[src/design/ccsr_pkg.sv]
// Package for the processor control and status register block
package ccsr_pkg;

  // ---------------------------------------------------------------
  // Widths
  // ---------------------------------------------------------------
  localparam int PC_W   = 20;
  localparam int PCLO_W = 16;
  localparam int PCHI_W = 4;
  localparam int SW_W   = 16;

  // ---------------------------------------------------------------
  // Reset values
  // ---------------------------------------------------------------
  localparam logic [PCHI_W-1:0] PC_HI_RST = 4'h0;
  localparam logic [SW_W-1:0]   SW_RST    = 16'h0000;

  // ---------------------------------------------------------------
  // Status word bit positions (full 16-bit word)
  // ---------------------------------------------------------------
  localparam int BIT_CY  = 0;
  localparam int BIT_PV  = 2;
  localparam int BIT_IE  = 3;
  localparam int BIT_AC  = 4;
  localparam int BIT_RSS = 5;
  localparam int BIT_Z   = 6;
  localparam int BIT_S   = 7;
  localparam int BIT_BK0 = 12;
  localparam int BIT_BK2 = 14;
  localparam int BIT_UF  = 15;
  // Implemented bits; others read zero and ignore writes
  localparam logic [SW_W-1:0] SW_IMPL = 16'hf0fd;

  // ---------------------------------------------------------------
  // AHB-Lite register map (byte addresses)
  // ---------------------------------------------------------------
  localparam logic [7:0] ADR_SW_LO = 8'h00;
  localparam logic [7:0] ADR_SW_HI = 8'h04;
  localparam logic [7:0] ADR_PC    = 8'h08;
  localparam logic [7:0] ADR_SP    = 8'h0c;
  localparam logic [7:0] ADR_MAP   = 8'h10;
  localparam logic [1:0] HTRANS_NONSEQ = 2'h2;
  localparam logic [2:0] HSIZE_WORD    = 3'h2;

  // ---------------------------------------------------------------
  // Stack pointer and register mapping
  // ---------------------------------------------------------------
  localparam int SP_W = 24;
  localparam logic [SP_W-1:0] SP_STEP = 24'h000002;
  localparam logic [2:0] RS0_A = 3'h1, RS0_X = 3'h0, RS0_B = 3'h3, RS0_C = 3'h2;
  localparam logic [2:0] RS1_A = 3'h5, RS1_X = 3'h4, RS1_B = 3'h7, RS1_C = 3'h6;
  localparam logic [1:0] RS0_AX = 2'h0, RS0_BC = 2'h1, RS1_AX = 2'h2, RS1_BC = 2'h3;

  // Flag update packet from the execution datapath
  typedef struct packed {
    logic cy_we;  logic cy;
    logic pv_we;  logic pv;
    logic ac_we;  logic ac;
    logic z_we;   logic z;
    logic s_we;   logic s;
  } ccsr_flags_t;

  // Arithmetic result packet used to derive flags in hardware
  typedef struct packed {
    logic       valid;   // Derive flags from this result
    logic       wide;    // 16-bit operation
    logic       arith;   // Overflow rule instead of parity
    logic       shift16; // 16-bit shift: parity on low byte only
    logic [15:0] res;
    logic       cy_out;
    logic       cy_msb;  // Carry into the MSB
    logic       c3;      // Carry out of / borrow into bit 3
  } ccsr_alu_t;

  // Sequencer operations that move the whole status word
  typedef enum logic [2:0] {
    SEQ_NONE, SEQ_PUSH, SEQ_POP, SEQ_CS_SAVE, SEQ_CS_RESTORE
  } ccsr_seq_t;

endpackage : ccsr_pkg

[src/design/ccsr_top.sv]
// Processor control registers: program counter, status word, stack moves
//
// The AHB-Lite interface to the registers and the register addresses were left to the implementer.
`timescale 1ns/1ps
`default_nettype none
module ccsr_top
  import ccsr_pkg::*;
(
  // Clock and reset
  input  wire logic              CLK_I,
  input  wire logic              RESET_I,
  input  wire logic              CE_I,
  // Reset vector and program counter control
  input  wire logic [PCLO_W-1:0] RST_VECTOR_I,
  input  wire logic              FETCH_I,
  input  wire logic [2:0]        FETCH_LEN_I,
  input  wire logic              BRANCH_I,
  input  wire logic [PC_W-1:0]   BRANCH_TARGET_I,
  // Datapath flag updates
  input  wire ccsr_flags_t       FLAGS_I,
  input  wire ccsr_alu_t         ALU_I,
  input  wire logic              HALF_WE_LO_I,
  input  wire logic              HALF_WE_HI_I,
  input  wire logic [7:0]        HALF_DATA_I,
  input  wire logic              BIT_WE_I,
  input  wire logic [3:0]        BIT_SEL_I,
  input  wire logic              BIT_VAL_I,
  input  wire logic              EI_I,
  input  wire logic              DI_I,
  input  wire logic              BANK_WE_I,
  input  wire logic [2:0]        BANK_I,
  // Interrupt and context sequencing
  input  wire ccsr_seq_t         SEQ_I,
  input  wire logic              INT_ACK_I,
  input  wire logic [SW_W-1:0]   RESTORE_I,
  input  wire logic              SP_LOAD_I,
  input  wire logic [SP_W-1:0]   SP_I,
  input  wire logic              NMI_REQ_I,
  input  wire logic              MACRO_REQ_I,
  input  wire logic              MASKABLE_REQ_I,
  // AHB-Lite slave
  input  wire logic              HSEL,
  input  wire logic [7:0]        HADDR,
  input  wire logic [1:0]        HTRANS,
  input  wire logic              HWRITE,
  input  wire logic [2:0]        HSIZE,
  input  wire logic [31:0]       HWDATA,
  input  wire logic              HREADY,
  output logic      [31:0]       HRDATA,
  output logic                   HREADYOUT,
  output logic                   HRESP,
  // State outputs
  output logic      [PC_W-1:0]   PC_O,
  output logic      [SW_W-1:0]   STATUS_WORD_O,
  output logic      [SP_W-1:0]   STACK_PTR_O,
  output logic                   STACK_WE_O,
  output logic      [SW_W-1:0]   STACK_DATA_O,
  output logic                   RP3_WE_O,
  output logic                   INT_ACCEPT_O,
  output logic      [2:0]        MAP_A_O,
  output logic      [2:0]        MAP_X_O,
  output logic      [2:0]        MAP_B_O,
  output logic      [2:0]        MAP_C_O,
  output logic      [1:0]        MAP_AX_O,
  output logic      [1:0]        MAP_BC_O
);

  // ---------------------------------------------------------------
  // Storage
  // ---------------------------------------------------------------
  logic [PC_W-1:0] pc;
  logic [SW_W-1:0] sw;
  logic [SP_W-1:0] sp;
  logic            vec_pend;
  logic [SW_W-1:0] next_sw;
  logic            bus_we;
  logic [7:0]      bus_adr;
  logic            parity_even;
  logic [7:0]      par_src;
  logic            res_zero;
  logic            res_sign;

  // ---------------------------------------------------------------
  // Program counter
  // ---------------------------------------------------------------
  // Vector fetch happens in the first enabled cycle after reset release,
  // since an async reset may only load constants.
  always_ff @(posedge CLK_I or posedge RESET_I) begin
    if (RESET_I) begin
      pc       <= {PCHI_W'(0), PCLO_W'(0)};
      vec_pend <= 1'b1;
    end else if (CE_I) begin
      if (vec_pend) begin
        pc       <= {PC_HI_RST, RST_VECTOR_I};
        vec_pend <= 1'b0;
      end else if (BRANCH_I) begin
        pc <= BRANCH_TARGET_I;
      end else if (FETCH_I) begin
        pc <= pc + PC_W'(FETCH_LEN_I);
      end
    end
  end

  // ---------------------------------------------------------------
  // Flag derivation from an operation result
  // ---------------------------------------------------------------
  assign par_src     = ALU_I.res[7:0];
  assign res_zero    = ALU_I.wide ? (ALU_I.res == 16'h0000) : (ALU_I.res[7:0] == 8'h00);
  assign res_sign    = ALU_I.wide ? ALU_I.res[15] : ALU_I.res[7];
  // Parity over low byte; full word only for 16-bit non-shift logic ops
  assign parity_even = (ALU_I.wide && !ALU_I.shift16) ? ~(^ALU_I.res) : ~(^par_src);

  // ---------------------------------------------------------------
  // Status word next value; sequencer beats bus beats datapath
  // ---------------------------------------------------------------
  always_comb begin
    next_sw = sw;
    if (FLAGS_I.cy_we) next_sw[BIT_CY] = FLAGS_I.cy;
    if (FLAGS_I.pv_we) next_sw[BIT_PV] = FLAGS_I.pv;
    if (FLAGS_I.ac_we) next_sw[BIT_AC] = FLAGS_I.ac;
    if (FLAGS_I.z_we)  next_sw[BIT_Z]  = FLAGS_I.z;
    if (FLAGS_I.s_we)  next_sw[BIT_S]  = FLAGS_I.s;
    if (ALU_I.valid) begin
      next_sw[BIT_CY] = ALU_I.cy_out;
      next_sw[BIT_PV] = ALU_I.arith ? (ALU_I.cy_msb ^ ALU_I.cy_out)
                                    : parity_even;
      next_sw[BIT_AC] = ALU_I.c3;
      next_sw[BIT_Z]  = res_zero;
      next_sw[BIT_S]  = res_sign;
    end
    if (HALF_WE_LO_I) next_sw[7:0]  = HALF_DATA_I;
    if (HALF_WE_HI_I) next_sw[15:8] = HALF_DATA_I;
    if (BIT_WE_I) next_sw[BIT_SEL_I] = BIT_VAL_I;
    if (BANK_WE_I) next_sw[BIT_BK2:BIT_BK0] = BANK_I;
    if (EI_I) next_sw[BIT_IE] = 1'b1;
    if (DI_I) next_sw[BIT_IE] = 1'b0;
    if (bus_we && bus_adr == ADR_SW_LO) next_sw[7:0]  = HWDATA[7:0];
    if (bus_we && bus_adr == ADR_SW_HI) next_sw[15:8] = HWDATA[7:0];
    if (SEQ_I == SEQ_POP || SEQ_I == SEQ_CS_RESTORE) next_sw = RESTORE_I;
    if (INT_ACK_I) next_sw[BIT_IE] = 1'b0;
    next_sw = next_sw & SW_IMPL;
  end

  // Status word register
  always_ff @(posedge CLK_I or posedge RESET_I) begin
    if (RESET_I) sw <= SW_RST;
    else if (CE_I) sw <= next_sw;
  end

  // ---------------------------------------------------------------
  // Stack pointer and save strobes
  // ---------------------------------------------------------------
  // Push writes the old word (before this cycle's ack clears IE)
  always_ff @(posedge CLK_I or posedge RESET_I) begin
    if (RESET_I) begin
      sp           <= '0;
      STACK_WE_O   <= 1'b0;
      STACK_DATA_O <= SW_RST;
      RP3_WE_O     <= 1'b0;
    end else if (CE_I) begin
      STACK_WE_O <= SEQ_I == SEQ_PUSH;
      RP3_WE_O   <= SEQ_I == SEQ_CS_SAVE;
      if (SEQ_I == SEQ_PUSH || SEQ_I == SEQ_CS_SAVE) STACK_DATA_O <= sw;
      if (SP_LOAD_I) sp <= SP_I;
      else if (SEQ_I == SEQ_PUSH) sp <= sp - SP_STEP;
      else if (SEQ_I == SEQ_POP)  sp <= sp + SP_STEP;
    end
  end

  // ---------------------------------------------------------------
  // Interrupt gate and register-set mapping
  // ---------------------------------------------------------------
  always_ff @(posedge CLK_I or posedge RESET_I) begin
    if (RESET_I) begin
      INT_ACCEPT_O <= 1'b0;
      MAP_A_O <= RS0_A; MAP_X_O <= RS0_X; MAP_B_O <= RS0_B; MAP_C_O <= RS0_C;
      MAP_AX_O <= RS0_AX; MAP_BC_O <= RS0_BC;
    end else if (CE_I) begin
      INT_ACCEPT_O <= NMI_REQ_I | MACRO_REQ_I | (next_sw[BIT_IE] & MASKABLE_REQ_I);
      // Only the accumulator-style names move; absolute names bypass this map
      if (next_sw[BIT_RSS]) begin
        MAP_A_O <= RS1_A; MAP_X_O <= RS1_X; MAP_B_O <= RS1_B; MAP_C_O <= RS1_C;
        MAP_AX_O <= RS1_AX; MAP_BC_O <= RS1_BC;
      end else begin
        MAP_A_O <= RS0_A; MAP_X_O <= RS0_X; MAP_B_O <= RS0_B; MAP_C_O <= RS0_C;
        MAP_AX_O <= RS0_AX; MAP_BC_O <= RS0_BC;
      end
    end
  end

  // ---------------------------------------------------------------
  // AHB-Lite slave: zero wait states, always OKAY
  // ---------------------------------------------------------------
  always_ff @(posedge CLK_I or posedge RESET_I) begin
    if (RESET_I) begin
      bus_we  <= 1'b0;
      bus_adr <= 8'h00;
    end else if (CE_I) begin
      bus_we  <= HSEL && HREADY && HTRANS == HTRANS_NONSEQ && HWRITE && HSIZE == HSIZE_WORD;
      bus_adr <= HADDR;
    end
  end

  // Read data registered in the address phase; unmapped reads return zero
  always_ff @(posedge CLK_I or posedge RESET_I) begin
    if (RESET_I) begin
      HRDATA    <= 32'h00000000;
      HREADYOUT <= 1'b1;
      HRESP     <= 1'b0;
    end else if (CE_I) begin
      HREADYOUT <= 1'b1;
      HRESP     <= 1'b0;
      if (HSEL && HREADY && HTRANS == HTRANS_NONSEQ && !HWRITE) begin
        case (HADDR)
          ADR_SW_LO: HRDATA <= {24'h000000, next_sw[7:0]};
          ADR_SW_HI: HRDATA <= {24'h000000, next_sw[15:8]};
          ADR_PC:    HRDATA <= {12'h000, pc};
          ADR_SP:    HRDATA <= {8'h00, sp};
          ADR_MAP:   HRDATA <= {29'h0000000, next_sw[BIT_BK2:BIT_BK0]};
          default:   HRDATA <= 32'h00000000;
        endcase
      end
    end
  end

  // ---------------------------------------------------------------
  // Outputs
  // ---------------------------------------------------------------
  assign PC_O          = pc;
  assign STATUS_WORD_O = sw;
  assign STACK_PTR_O   = sp;

  // ---------------------------------------------------------------
  // Assertions
  // ---------------------------------------------------------------
  AST_PC_INC: assert property (@(posedge CLK_I) disable iff (RESET_I)
    CE_I && FETCH_I && !BRANCH_I && !vec_pend |=> pc == $past(pc) + PC_W'($past(FETCH_LEN_I)))
    else $error("PC did not advance by fetch length");
  AST_PC_BRANCH: assert property (@(posedge CLK_I) disable iff (RESET_I)
    CE_I && BRANCH_I && !vec_pend |=> pc == $past(BRANCH_TARGET_I))
    else $error("PC did not take branch target");
  AST_PC_VECTOR: assert property (@(posedge CLK_I) disable iff (RESET_I)
    CE_I && vec_pend |=> pc == {PC_HI_RST, $past(RST_VECTOR_I)})
    else $error("PC not loaded from reset vector");
  AST_SW_CE_HOLD: assert property (@(posedge CLK_I) disable iff (RESET_I)
    !CE_I |=> $stable(sw))
    else $error("Status word changed while disabled");
  AST_SW_FIXED0: assert property (@(posedge CLK_I) disable iff (RESET_I)
    (sw & ~SW_IMPL) == 16'h0000)
    else $error("Unused status bit set");
  AST_IE_ACK: assert property (@(posedge CLK_I) disable iff (RESET_I)
    CE_I && INT_ACK_I |=> !sw[BIT_IE])
    else $error("IE not cleared by acknowledge");
  AST_IE_EI: assert property (@(posedge CLK_I) disable iff (RESET_I)
    CE_I && EI_I && !DI_I && !INT_ACK_I && SEQ_I == SEQ_NONE |=> sw[BIT_IE])
    else $error("IE not set by enable");
  AST_PUSH: assert property (@(posedge CLK_I) disable iff (RESET_I)
    CE_I && SEQ_I == SEQ_PUSH && !SP_LOAD_I |=>
      STACK_WE_O && STACK_DATA_O == $past(sw) && sp == $past(sp) - SP_STEP)
    else $error("Push did not save status word");
  AST_CS_SAVE: assert property (@(posedge CLK_I) disable iff (RESET_I)
    CE_I && SEQ_I == SEQ_CS_SAVE |=> RP3_WE_O && STACK_DATA_O == $past(sw))
    else $error("Context save missed");
  AST_GATE: assert property (@(posedge CLK_I) disable iff (RESET_I)
    CE_I && !next_sw[BIT_IE] && !NMI_REQ_I && !MACRO_REQ_I |=> !INT_ACCEPT_O)
    else $error("Maskable interrupt accepted with IE low");
  AST_ARITH_PV: assert property (@(posedge CLK_I) disable iff (RESET_I)
    CE_I && ALU_I.valid && ALU_I.arith && SEQ_I == SEQ_NONE && !BIT_WE_I
      && !HALF_WE_LO_I && !bus_we |=> sw[BIT_PV] == $past(ALU_I.cy_msb ^ ALU_I.cy_out))
    else $error("Overflow flag wrong");
  AST_MAP: assert property (@(posedge CLK_I) disable iff (RESET_I)
    sw[BIT_RSS] |-> MAP_A_O == RS1_A && MAP_AX_O == RS1_AX)
    else $error("Register set map stale");

  COV_PUSH_POP: cover property (@(posedge CLK_I) SEQ_I == SEQ_PUSH ##[1:20] SEQ_I == SEQ_POP);
  COV_BRANCH:   cover property (@(posedge CLK_I) CE_I && BRANCH_I);
  COV_BUS_WR:   cover property (@(posedge CLK_I) bus_we && bus_adr == ADR_SW_HI);
  COV_ACCEPT:   cover property (@(posedge CLK_I) INT_ACCEPT_O && MASKABLE_REQ_I);

endmodule : ccsr_top
`default_nettype wire

[config.mk]
export PLATFORM = sky130hd
export DESIGN_NAME = ccsr_top
export DESIGN_NICKNAME = d
export VERILOG_FILES = /design/src/design/ccsr_pkg.sv /design/src/design/ccsr_top.sv
export SDC_FILE = /design/constraint.sdc
export NUM_CORES = 1
export LEC_CHECK = 0
export BUFFER_PORTS_ARGS = -buffer_cell sky130_fd_sc_hd__clkbuf_2
export CORE_AREA = 8 8 128 130
export CTS_CLUSTER_SIZE = 28
export DETAILED_ROUTE_END_ITERATION = 8
export DIE_AREA = 0 0 136 138
export PLACE_DENSITY = 0.88
export SLEW_MARGIN = 10
export SYNTH_ARGS = -nofsm -noshare
export SYNTH_HDL_FRONTEND = slang
export SYNTH_SLANG_ARGS = --single-unit
[constraint.sdc]
create_clock -name CLK_I -period 6.5 [get_ports CLK_I]
set_input_delay 1.3 -clock CLK_I [delete_from_list [all_inputs] [get_ports CLK_I]]
set_output_delay 1.3 -clock CLK_I [all_outputs]
set_load 0.01 [all_outputs]
; Word-level counts from Yosys, hierarchy flattened
; Cells that the tools add are included.
[totals]
reg_bits = 127
input_bits = 195
out_inout_bits = 129
word_cells = 103
[classes]
addsub = 3
n_lt_le_gt_ge = 2
n_eq_ne = 11
mux = 39
bitwise = 6
n_reduce_logical = 25
[ops]
columns = operator, count
row1 = case mux 24 bit (5 select lines), 1
row2 = 2-to-1 mux 24 bit, 3
row3 = 2-to-1 mux 20 bit, 3
row4 = 2-to-1 mux 16 bit, 2
row5 = 2-to-1 mux 8 bit, 4
row6 = adder 24 x 2 -> 24 bit (second input constant), 1
row7 = logical NOT 8 bit, 3
row8 = subtractor 24 x 2 -> 24 bit (second input constant), 1
row9 = adder 20 x 3 -> 20 bit, 1
row10 = bitwise mux 16 bit, 1
row11 = == test 8 x 3 -> 1 bit (second input constant), 2
row12 = == test 8 x 4 -> 1 bit (second input constant), 2
row13 = logical NOT 16 bit, 1
row14 = 2-to-1 mux 1 bit, 16
row15 = XOR reduction 16 bit, 1
row16 = 2-to-1 mux 3 bit, 5
row17 = == test 3 x 2 -> 1 bit (second input constant), 3
row18 = logical AND 1 bit, 9
row19 = == test 8 x 5 -> 1 bit (second input constant), 1
row20 = AND reduction 2 bit, 4
row21 = XOR reduction 8 bit, 1
row22 = 2-to-1 mux 2 bit, 3
row23 = nonzero test 3 bit, 2
row24 = < comparator 4 x 5 -> 1 bit (second input constant), 1
row25 = 11 further kinds, 15

; Logic depth before layout (Yosys ltp)
; Gate-level depths: netlist (run 1).
[depth]
word_depth = 15
mapped_depth = 13
depth_no_buf = 13

; Worst setup path after synthesis (run 1)
; Ideal clock, no wire load.
[synth_timing]
kind = in2reg
start = input SEQ_I[2]
end = register sp[23], in the netlist STACK_PTR_O[23]
setup_time_ps = 128
arrival_time_ps = 3952
path_slack_ps = 2420
cell_stages = 13
path_cell_list = inv_1 -> nand3_1 -> inv_1 -> ha_1 -> and3_1 -> a221o_1 -> nor4_2 -> a21o_1 -> nand3_2 -> a2111o_1 -> o211ai_2 -> mux2i_1 -> nand3_1
[synth_between]
elab_chain_len = 3
elab_cells_between_ends = 6
cone_classes = 2 x eq/ne / 2 x mux / 2 x reduce/logical
[synth_rtl]
columns = element, line_no
row1 = start: declaration, ccsr_top.sv:33  ; input wire ccsr_seq_t SEQ_I,
row2 = == test 3 x 2 -> 1 bit or == test 3 x 1 -> 1 bit (tied branches), "ccsr_top.sv:166, ccsr_top.sv:165"
row3 = nonzero test 3 bit (no source line) or 2-to-1 mux 24 bit (tied branches), --
row4 = AND reduction 2 bit (no source line) or 2-to-1 mux 24 bit (tied branches), --
row5 = end signal: assignment, ccsr_top.sv:165  ; else if (SEQ_I == SEQ_PUSH) sp <= sp - SP_STEP;
row6 = end signal: assignment, ccsr_top.sv:166  ; else if (SEQ_I == SEQ_POP) sp <= sp + SP_STEP;
row7 = end: declaration, ccsr_top.sv:73  ; logic [SP_W-1:0] sp;
; Several ways; a longest one is shown, not always the timed one.
; A chain may end at the register's enable or synchronous reset.

; Final worst setup path (run 1)
[layout_timing]
start = input SEQ_I[1]
end = register sp[23], in the netlist STACK_PTR_O[23]
; The elaborated chain is that of the path after synthesis.

==> results.ini, run 1 <==
[run_status]
status=completed

[timing]
tns_ps=0
setup_slack_ps=2010
maxSlewViolCount=0
worstMarginPinSlew_ps=1090
clock_skew_ps=8.70
setup-violations-final=0
slew_headroom_pct=27.0
hold_violations=0
finalCritPeriodShare_pct=69.1
fmax_ghz=0.223
grt_setup_unrepaired=no
period_minus_slack_ps=4490

[routing]
drc=0
firstDrtPassIters=5
drt_iter0_drc=469
totalWireLength_mm=23.8
vias=7204
final_antenna_net_count=0
wire_per_inst_um=18.6
vias_per_cell=5.64

[placed_design]
post-place-ws_ps=1760
placed_cells=1262
gp_congestion=0.910
portBuffers=262
placed_area_um2=8680
dp_hpwl_mm=19.0

[synth]
synth_area_leaders=dfrtp_1 (34%), mux2i_1 (6.1%), ha_1 (5.4%)
synth.distinct_cells=74
synthCells=858
yosys_most_used_dff=dfrtp_1
synth_edf_count=0
ys_seq_area_share_pct=34.7
synth-seq-cells=103
synth_area_per_cell_um2=8.66
yosysTopAreaCell=dfrtp_1
yosysTopAreaCellShare_pct=34.3
ys_warn_count=0
syn-cell-area_um2=7430
synth-async-reset-ratio_pct=100

[worst_setup_path]
reg2reg_slack_ps=3660
critPathCapture=STACK_PTR_O[23]
critical_path_arrival_ps=4720
critPathKind=input port to flop
path_max_fanout=22
worst_r2r_path_depth=10
worstReg2RegEnd=STACK_PTR_O[23]
cp-startpoint=SEQ_I[1]
setup.worst_path.end_class=flop
reg2reg_from=STACK_PTR_O[10]
cp.required_ps=6730
cp-start-kind=input port

[floorplan]
floorplan.initialDensity_pct=51.9
ios=324
die_h_um=138
core-area_um2=14300
die_area_um2=18800
row_count=44
die_x_um=136

[cts]
htree_levels=3
cts_resized=0
cts_buffer_depth=2
numCtsBuffers=9
cts_tree=done
cts_root_buf=clkbuf_16
post-cts-setup-buffers=0
clk_pin_slew_ps=70
clk_latency_ps=350
ctsHoldBuffers=0
cts.sinks=103

[global_routing]
antenna_found_initial=1
grtUsageTotal_pct=24.3
grt_pass1_wl_mm=36.6
first_global_vias=7154
grt_max_degree=83
grt.overflow.total=0

[worst_hold_path]
hold_class=flop to flop
hold_depth=2

[finish]
layout_common_cells=clkbuf_2 (262), dfrtp_1 (102), nand2_1 (94)
drive_gt1_share_pct=30.3
final_nets=1318
area_delta_synth_final_pct=20.5
diodes=0
fin_area_um2=8960
final_common_cell=clkbuf_2
fin_cells=1278

[pwr]
peakVddDrop_mv=0.118
powerDensity_nw_per_um2=229
p_leak_nw=4.54

[job]
max-cap-violations=0

-- cell families after synthesis --
logic type                 Yosys count  synth area share (%)
AOI/OAI and AO/OA                  234                  19.3
xor gates and xnor gates            41                  4.83
adders and majority gates           34                  5.92
buffers and inverters              109                  7.68
DFF                                103                  34.7
muxes                               76                  10.9
other                                2                 0.101
and+or+nand+nor                    259                  16.6
-- metrics by stage --
step	util (%)	hold slack [ps]	power (mW)
6_report	62.6	490	2.05
2_1_floorplan	-	481	1.29
3_5_place_dp	60.7	474	1.55
4_1_cts	62.6	491	2.07
3_3_place_gp	60.7	467	1.53
5_1_grt	62.6	523	2.18
-- cell usage after synthesis, types with 20 or more instances --
cell type	instances
mux2i_1	45
inv_1	34
a21oi_1	67
xor2_1	20
nor3_1	21
buf_4	39
nor2_1	67
mux2_2	30
xnor2_1	21
o21ai_0	80
ha_1	32
clkbuf_1	29
nand3_1	20
nand2_1	94
dfrtp_1	102
-- worst max-delay path, cell delays in order --
cell and delay [ps]:
clkbuf_2 120, inv_1 90, nand3_1 220, inv_1 670
ha_1 440, and3_1 210, a221o_1 360, nor4_2 230
a21o_1 210, nand3_2 100, a2111o_1 400, o211ai_2 90
mux2i_1 200, nand3_1 90
-- state kept, by name, indices dropped and copies added, names as in the netlist --
register and flops:
HRDATA 24, STACK_PTR_O 24, PC_O 20, STACK_DATA_O 11, STATUS_WORD_O 11, bus_adr 8, INT_ACCEPT_O 1, RP3_WE_O 1
STACK_WE_O 1, bus_we 1, vec_pend 1
-- power breakdown --
| group | total (mW) | internal (mW) | switching [mW] |
|---|---|---|---|
| Combinational | 0.685 | 0.307 | 0.378 |
| Clock | 0.509 | 0.261 | 0.248 |
| Sequential | 0.858 | 0.731 | 0.127 |
| Total | 2.05 | 1.30 | 0.753 |
-- worst min path at each step --
stage | startpoint | endpoint | slack, ps
finish | HRDATA[12] | HRDATA[12] | 490
global route | HRDATA[22] | HRDATA[22] | 520
CTS | HRDATA[8] | HRDATA[8] | 490
detailed placement | HRDATA[12] | HRDATA[12] | 470
global placement | HRDATA[8] | HRDATA[8] | 470
floorplan | bus_adr[0] | bus_adr[0] | 480
-- layout make-up --
class                      instances  area [um2]
clock buffer                      10         229
clock inverter                     6        45.0
fill                            1245        5360
inverter                          34         130
multi-input combinational        674        4400
sequential                       103        2580
tap                              184         230
timing repair buffer             267        1350
-- per-layer routing --
metal	vias to the layer above	share of wire, %	global-route usage [%]
met5	-	0.055	0
met1	3387	39	27.8
li1	3459	-	-
met4	2	3.3	10.2
met3	51	8.4	5.43
met2	305	50	42.3
Power figures use the tool's default switching activity.
==> run 2, diff against run 1 <==
--- a/config.mk
+++ b/config.mk
@@ -6,11 +6,11 @@
 export NUM_CORES = 1
 export LEC_CHECK = 0
 export BUFFER_PORTS_ARGS = -buffer_cell sky130_fd_sc_hd__clkbuf_2
-export CORE_AREA = 8 8 128 130
+export CORE_AREA = 8 8 139 141
 export CTS_CLUSTER_SIZE = 28
 export DETAILED_ROUTE_END_ITERATION = 8
-export DIE_AREA = 0 0 136 138
-export PLACE_DENSITY = 0.88
+export DIE_AREA = 0 0 147 149
+export PLACE_DENSITY = 0.78
 export SLEW_MARGIN = 10
 export SYNTH_ARGS = -nofsm -noshare
 export SYNTH_HDL_FRONTEND = slang
==> constraint.sdc (replaced) <==
create_clock -name CLK_I -period 3.65 [get_ports CLK_I]
set_input_delay 0.73 -clock CLK_I [delete_from_list [all_inputs] [get_ports CLK_I]]
set_output_delay 0.73 -clock CLK_I [all_outputs]
set_load 0.01 [all_outputs]
==> run 2 against run 1 <==
Combinational power grew 81%. Register-to-register slack worse by 2700 ps. Hold slack worse by 6.0 ps. Die area is 17% higher.
==> results.ini, run 2 (same netlist as run 1, synthesis figures left out) <==
[worst_setup_path]
max_stage_delay_ps=390
cp.required_ps=3890
crit_slowest_cell=a2111o_1
path_delay_family=compound AO/OA/AOI/OAI gates
critPathCapture=STACK_PTR_O[23]
critical_path_arrival_ps=3450
crit_chain=clkbuf_2, inv_1, nand3_1, inv_1, buf_4, ha_1, and2_1, a221oi_2, a21o_1, a21o_1, nand3_2, a2111o_1, o211ai_2, mux2i_1, nand3_1
cp-start-kind=input port
cp-startpoint=SEQ_I[1]
critPathKind=input port to flop
worst_r2r_path_depth=12
setup.worst_path.end_class=flop
path_max_fanout=7
reg2reg_slack_ps=930
reg2reg_from=PC_O[0]
cp_num_cells=15
worstReg2RegEnd=PC_O[18]
crit_buf_inv=4

[finish]
final_nets=1332
drive_gt1_share_pct=31.2
multi_input_area_um2=4400
layout_common_cells=clkbuf_2 (262), dfrtp_1 (102), nand2_1 (94)
area_delta_synth_final_pct=23.2
diodes=0
seqCellArea_um2=2580
final_common_cell=clkbuf_2
fill_cells=1564
fin_cells=1333

[placed_design]
dp_hpwl_mm=19.7
gp_congestion=0.990
placed_cells=1317
portBuffers=262
post-place-ws_ps=92.7

[timing]
maxSlewViolCount=0
setup-violations-final=0
worstMarginPinSlew_ps=1040
grt_setup_unrepaired=no
clock_skew_ps=10.5
setup_slack_ps=434
period_minus_slack_ps=3220
fmax_ghz=0.311
tns_ps=0
hold_violations=0
finalCritPeriodShare_pct=88.1
slew_headroom_pct=30.8

[pwr]
p_leak_nw=4.63
clkPwrFrac_pct=27.1
peakVddDrop_mv=0.231
p_switching_mw=1.39
p_seq_share_pct=40.3
powerDensity_nw_per_um2=415
cell_internal_pwr_mw=2.41
p_comb_share_pct=32.6
p_sw_share_pct=36.5

[run_status]
status=completed

[global_routing]
grt_pass1_wl_mm=38.3
grt.overflow.total=0
antenna_found_initial=0
first_global_vias=7156
grt_max_degree=80
grtUsageTotal_pct=21.8

[cts]
ctsHoldBuffers=0
clk_pin_slew_ps=70
numCtsBuffers=9
post-cts-setup-buffers=0
cts.sinks=103
htree_levels=3
cts_buffer_depth=2
clk_latency_ps=360
cts_root_buf=clkbuf_16
cts_resized=0
cts_tree=done

[routing]
drt_iter0_drc=464
vias=7199
vias_per_cell=5.40
drc=0
firstDrtPassIters=6
wire_per_inst_um=18.5
final_antenna_net_count=0
totalWireLength_mm=24.7

[floorplan]
ios=324
floorplan.initialDensity_pct=43.6
die_area_um2=21900
row_count=48
die_x_um=147
core-area_um2=17100
die_h_um=149

[job]
max-cap-violations=0

[worst_hold_path]
hold_class=flop to flop

## run 2: cell count changes in the layout (fill, tap and decap cells not counted)
cell,before,now
buf_4,5,19
clkinvlp_4,3,1
bufinv_16,0,1
clkbuf_1,1,0
clkinv_2,1,0
clkinv_4,1,2
clkinv_8,0,1
inv_8,0,1
## run 2: through the flow
stage	util, %	hold WS (ps)	instance area [um2]	power [mW]
2_1_floorplan	-	481	7540	2.30
3_3_place_gp	51.8	462	8840	2.76
3_5_place_dp	51.8	469	8840	2.79
4_1_cts	53.7	485	9160	3.85
5_1_grt	53.7	516	9160	4.04
6_report	53.7	484	9160	3.80
## run 2: layout make-up
class,count,area share (%)
Multi-Input combinational cell,674,48.0
Sequential cell,103,28.2
Timing Repair Buffer,281,15.9
Tap cell,225,3.07
Clock buffer,9,2.46
Inverter,34,1.42
Clock inverter,7,0.997
## run 2: routing by layer
| metal | vias to the layer above | share of wire [%] | global-route usage (%) |
|---|---|---|---|
| met1 | 3347 | 41 | 25.8 |
| met5 | - | 0 | 0 |
| li1 | 3490 | - | - |
| met3 | 31 | 8.7 | 6.46 |
| met4 | 0 | 1.7 | 5.51 |
| met2 | 331 | 49 | 38.0 |
## run 2: worst register-to-register path: stages, from the launching register on
cell,delay [ps]
dfrtp_1,410
ha_1,200
inv_1,60
fa_1,400
nor2b_1,120
o21ai_0,220
nor2_1,270
and3_1,260
and2_1,210
nand3_1,90
nor3_1,140
a21oi_1,60
o31ai_1,200
## run 2: how the worst min path moves through the flow
stage               cells past startpoint          to  startpoint
floorplan                               1  bus_adr[0]  bus_adr[0]
CTS                                     2   HRDATA[3]   HRDATA[3]
global placement                        2   HRDATA[9]   HRDATA[9]
detailed placement                      2   HRDATA[3]   HRDATA[3]
global route                            1   HRDATA[5]   HRDATA[5]
finish                                  2   HRDATA[3]   HRDATA[3]
## run 2: power by group through the flow
| stage | logic [mW] | clock network [mW] | registers, mW |
|---|---|---|---|
| 2_1_floorplan | 0.757 | 0 | 1.54 |
| 3_3_place_gp | 1.21 | 0 | 1.55 |
| 3_5_place_dp | 1.24 | 0 | 1.55 |
| 4_1_cts | 1.25 | 1.07 | 1.53 |
| 5_1_grt | 1.38 | 1.11 | 1.56 |
| 6_report | 1.24 | 1.03 | 1.53 |
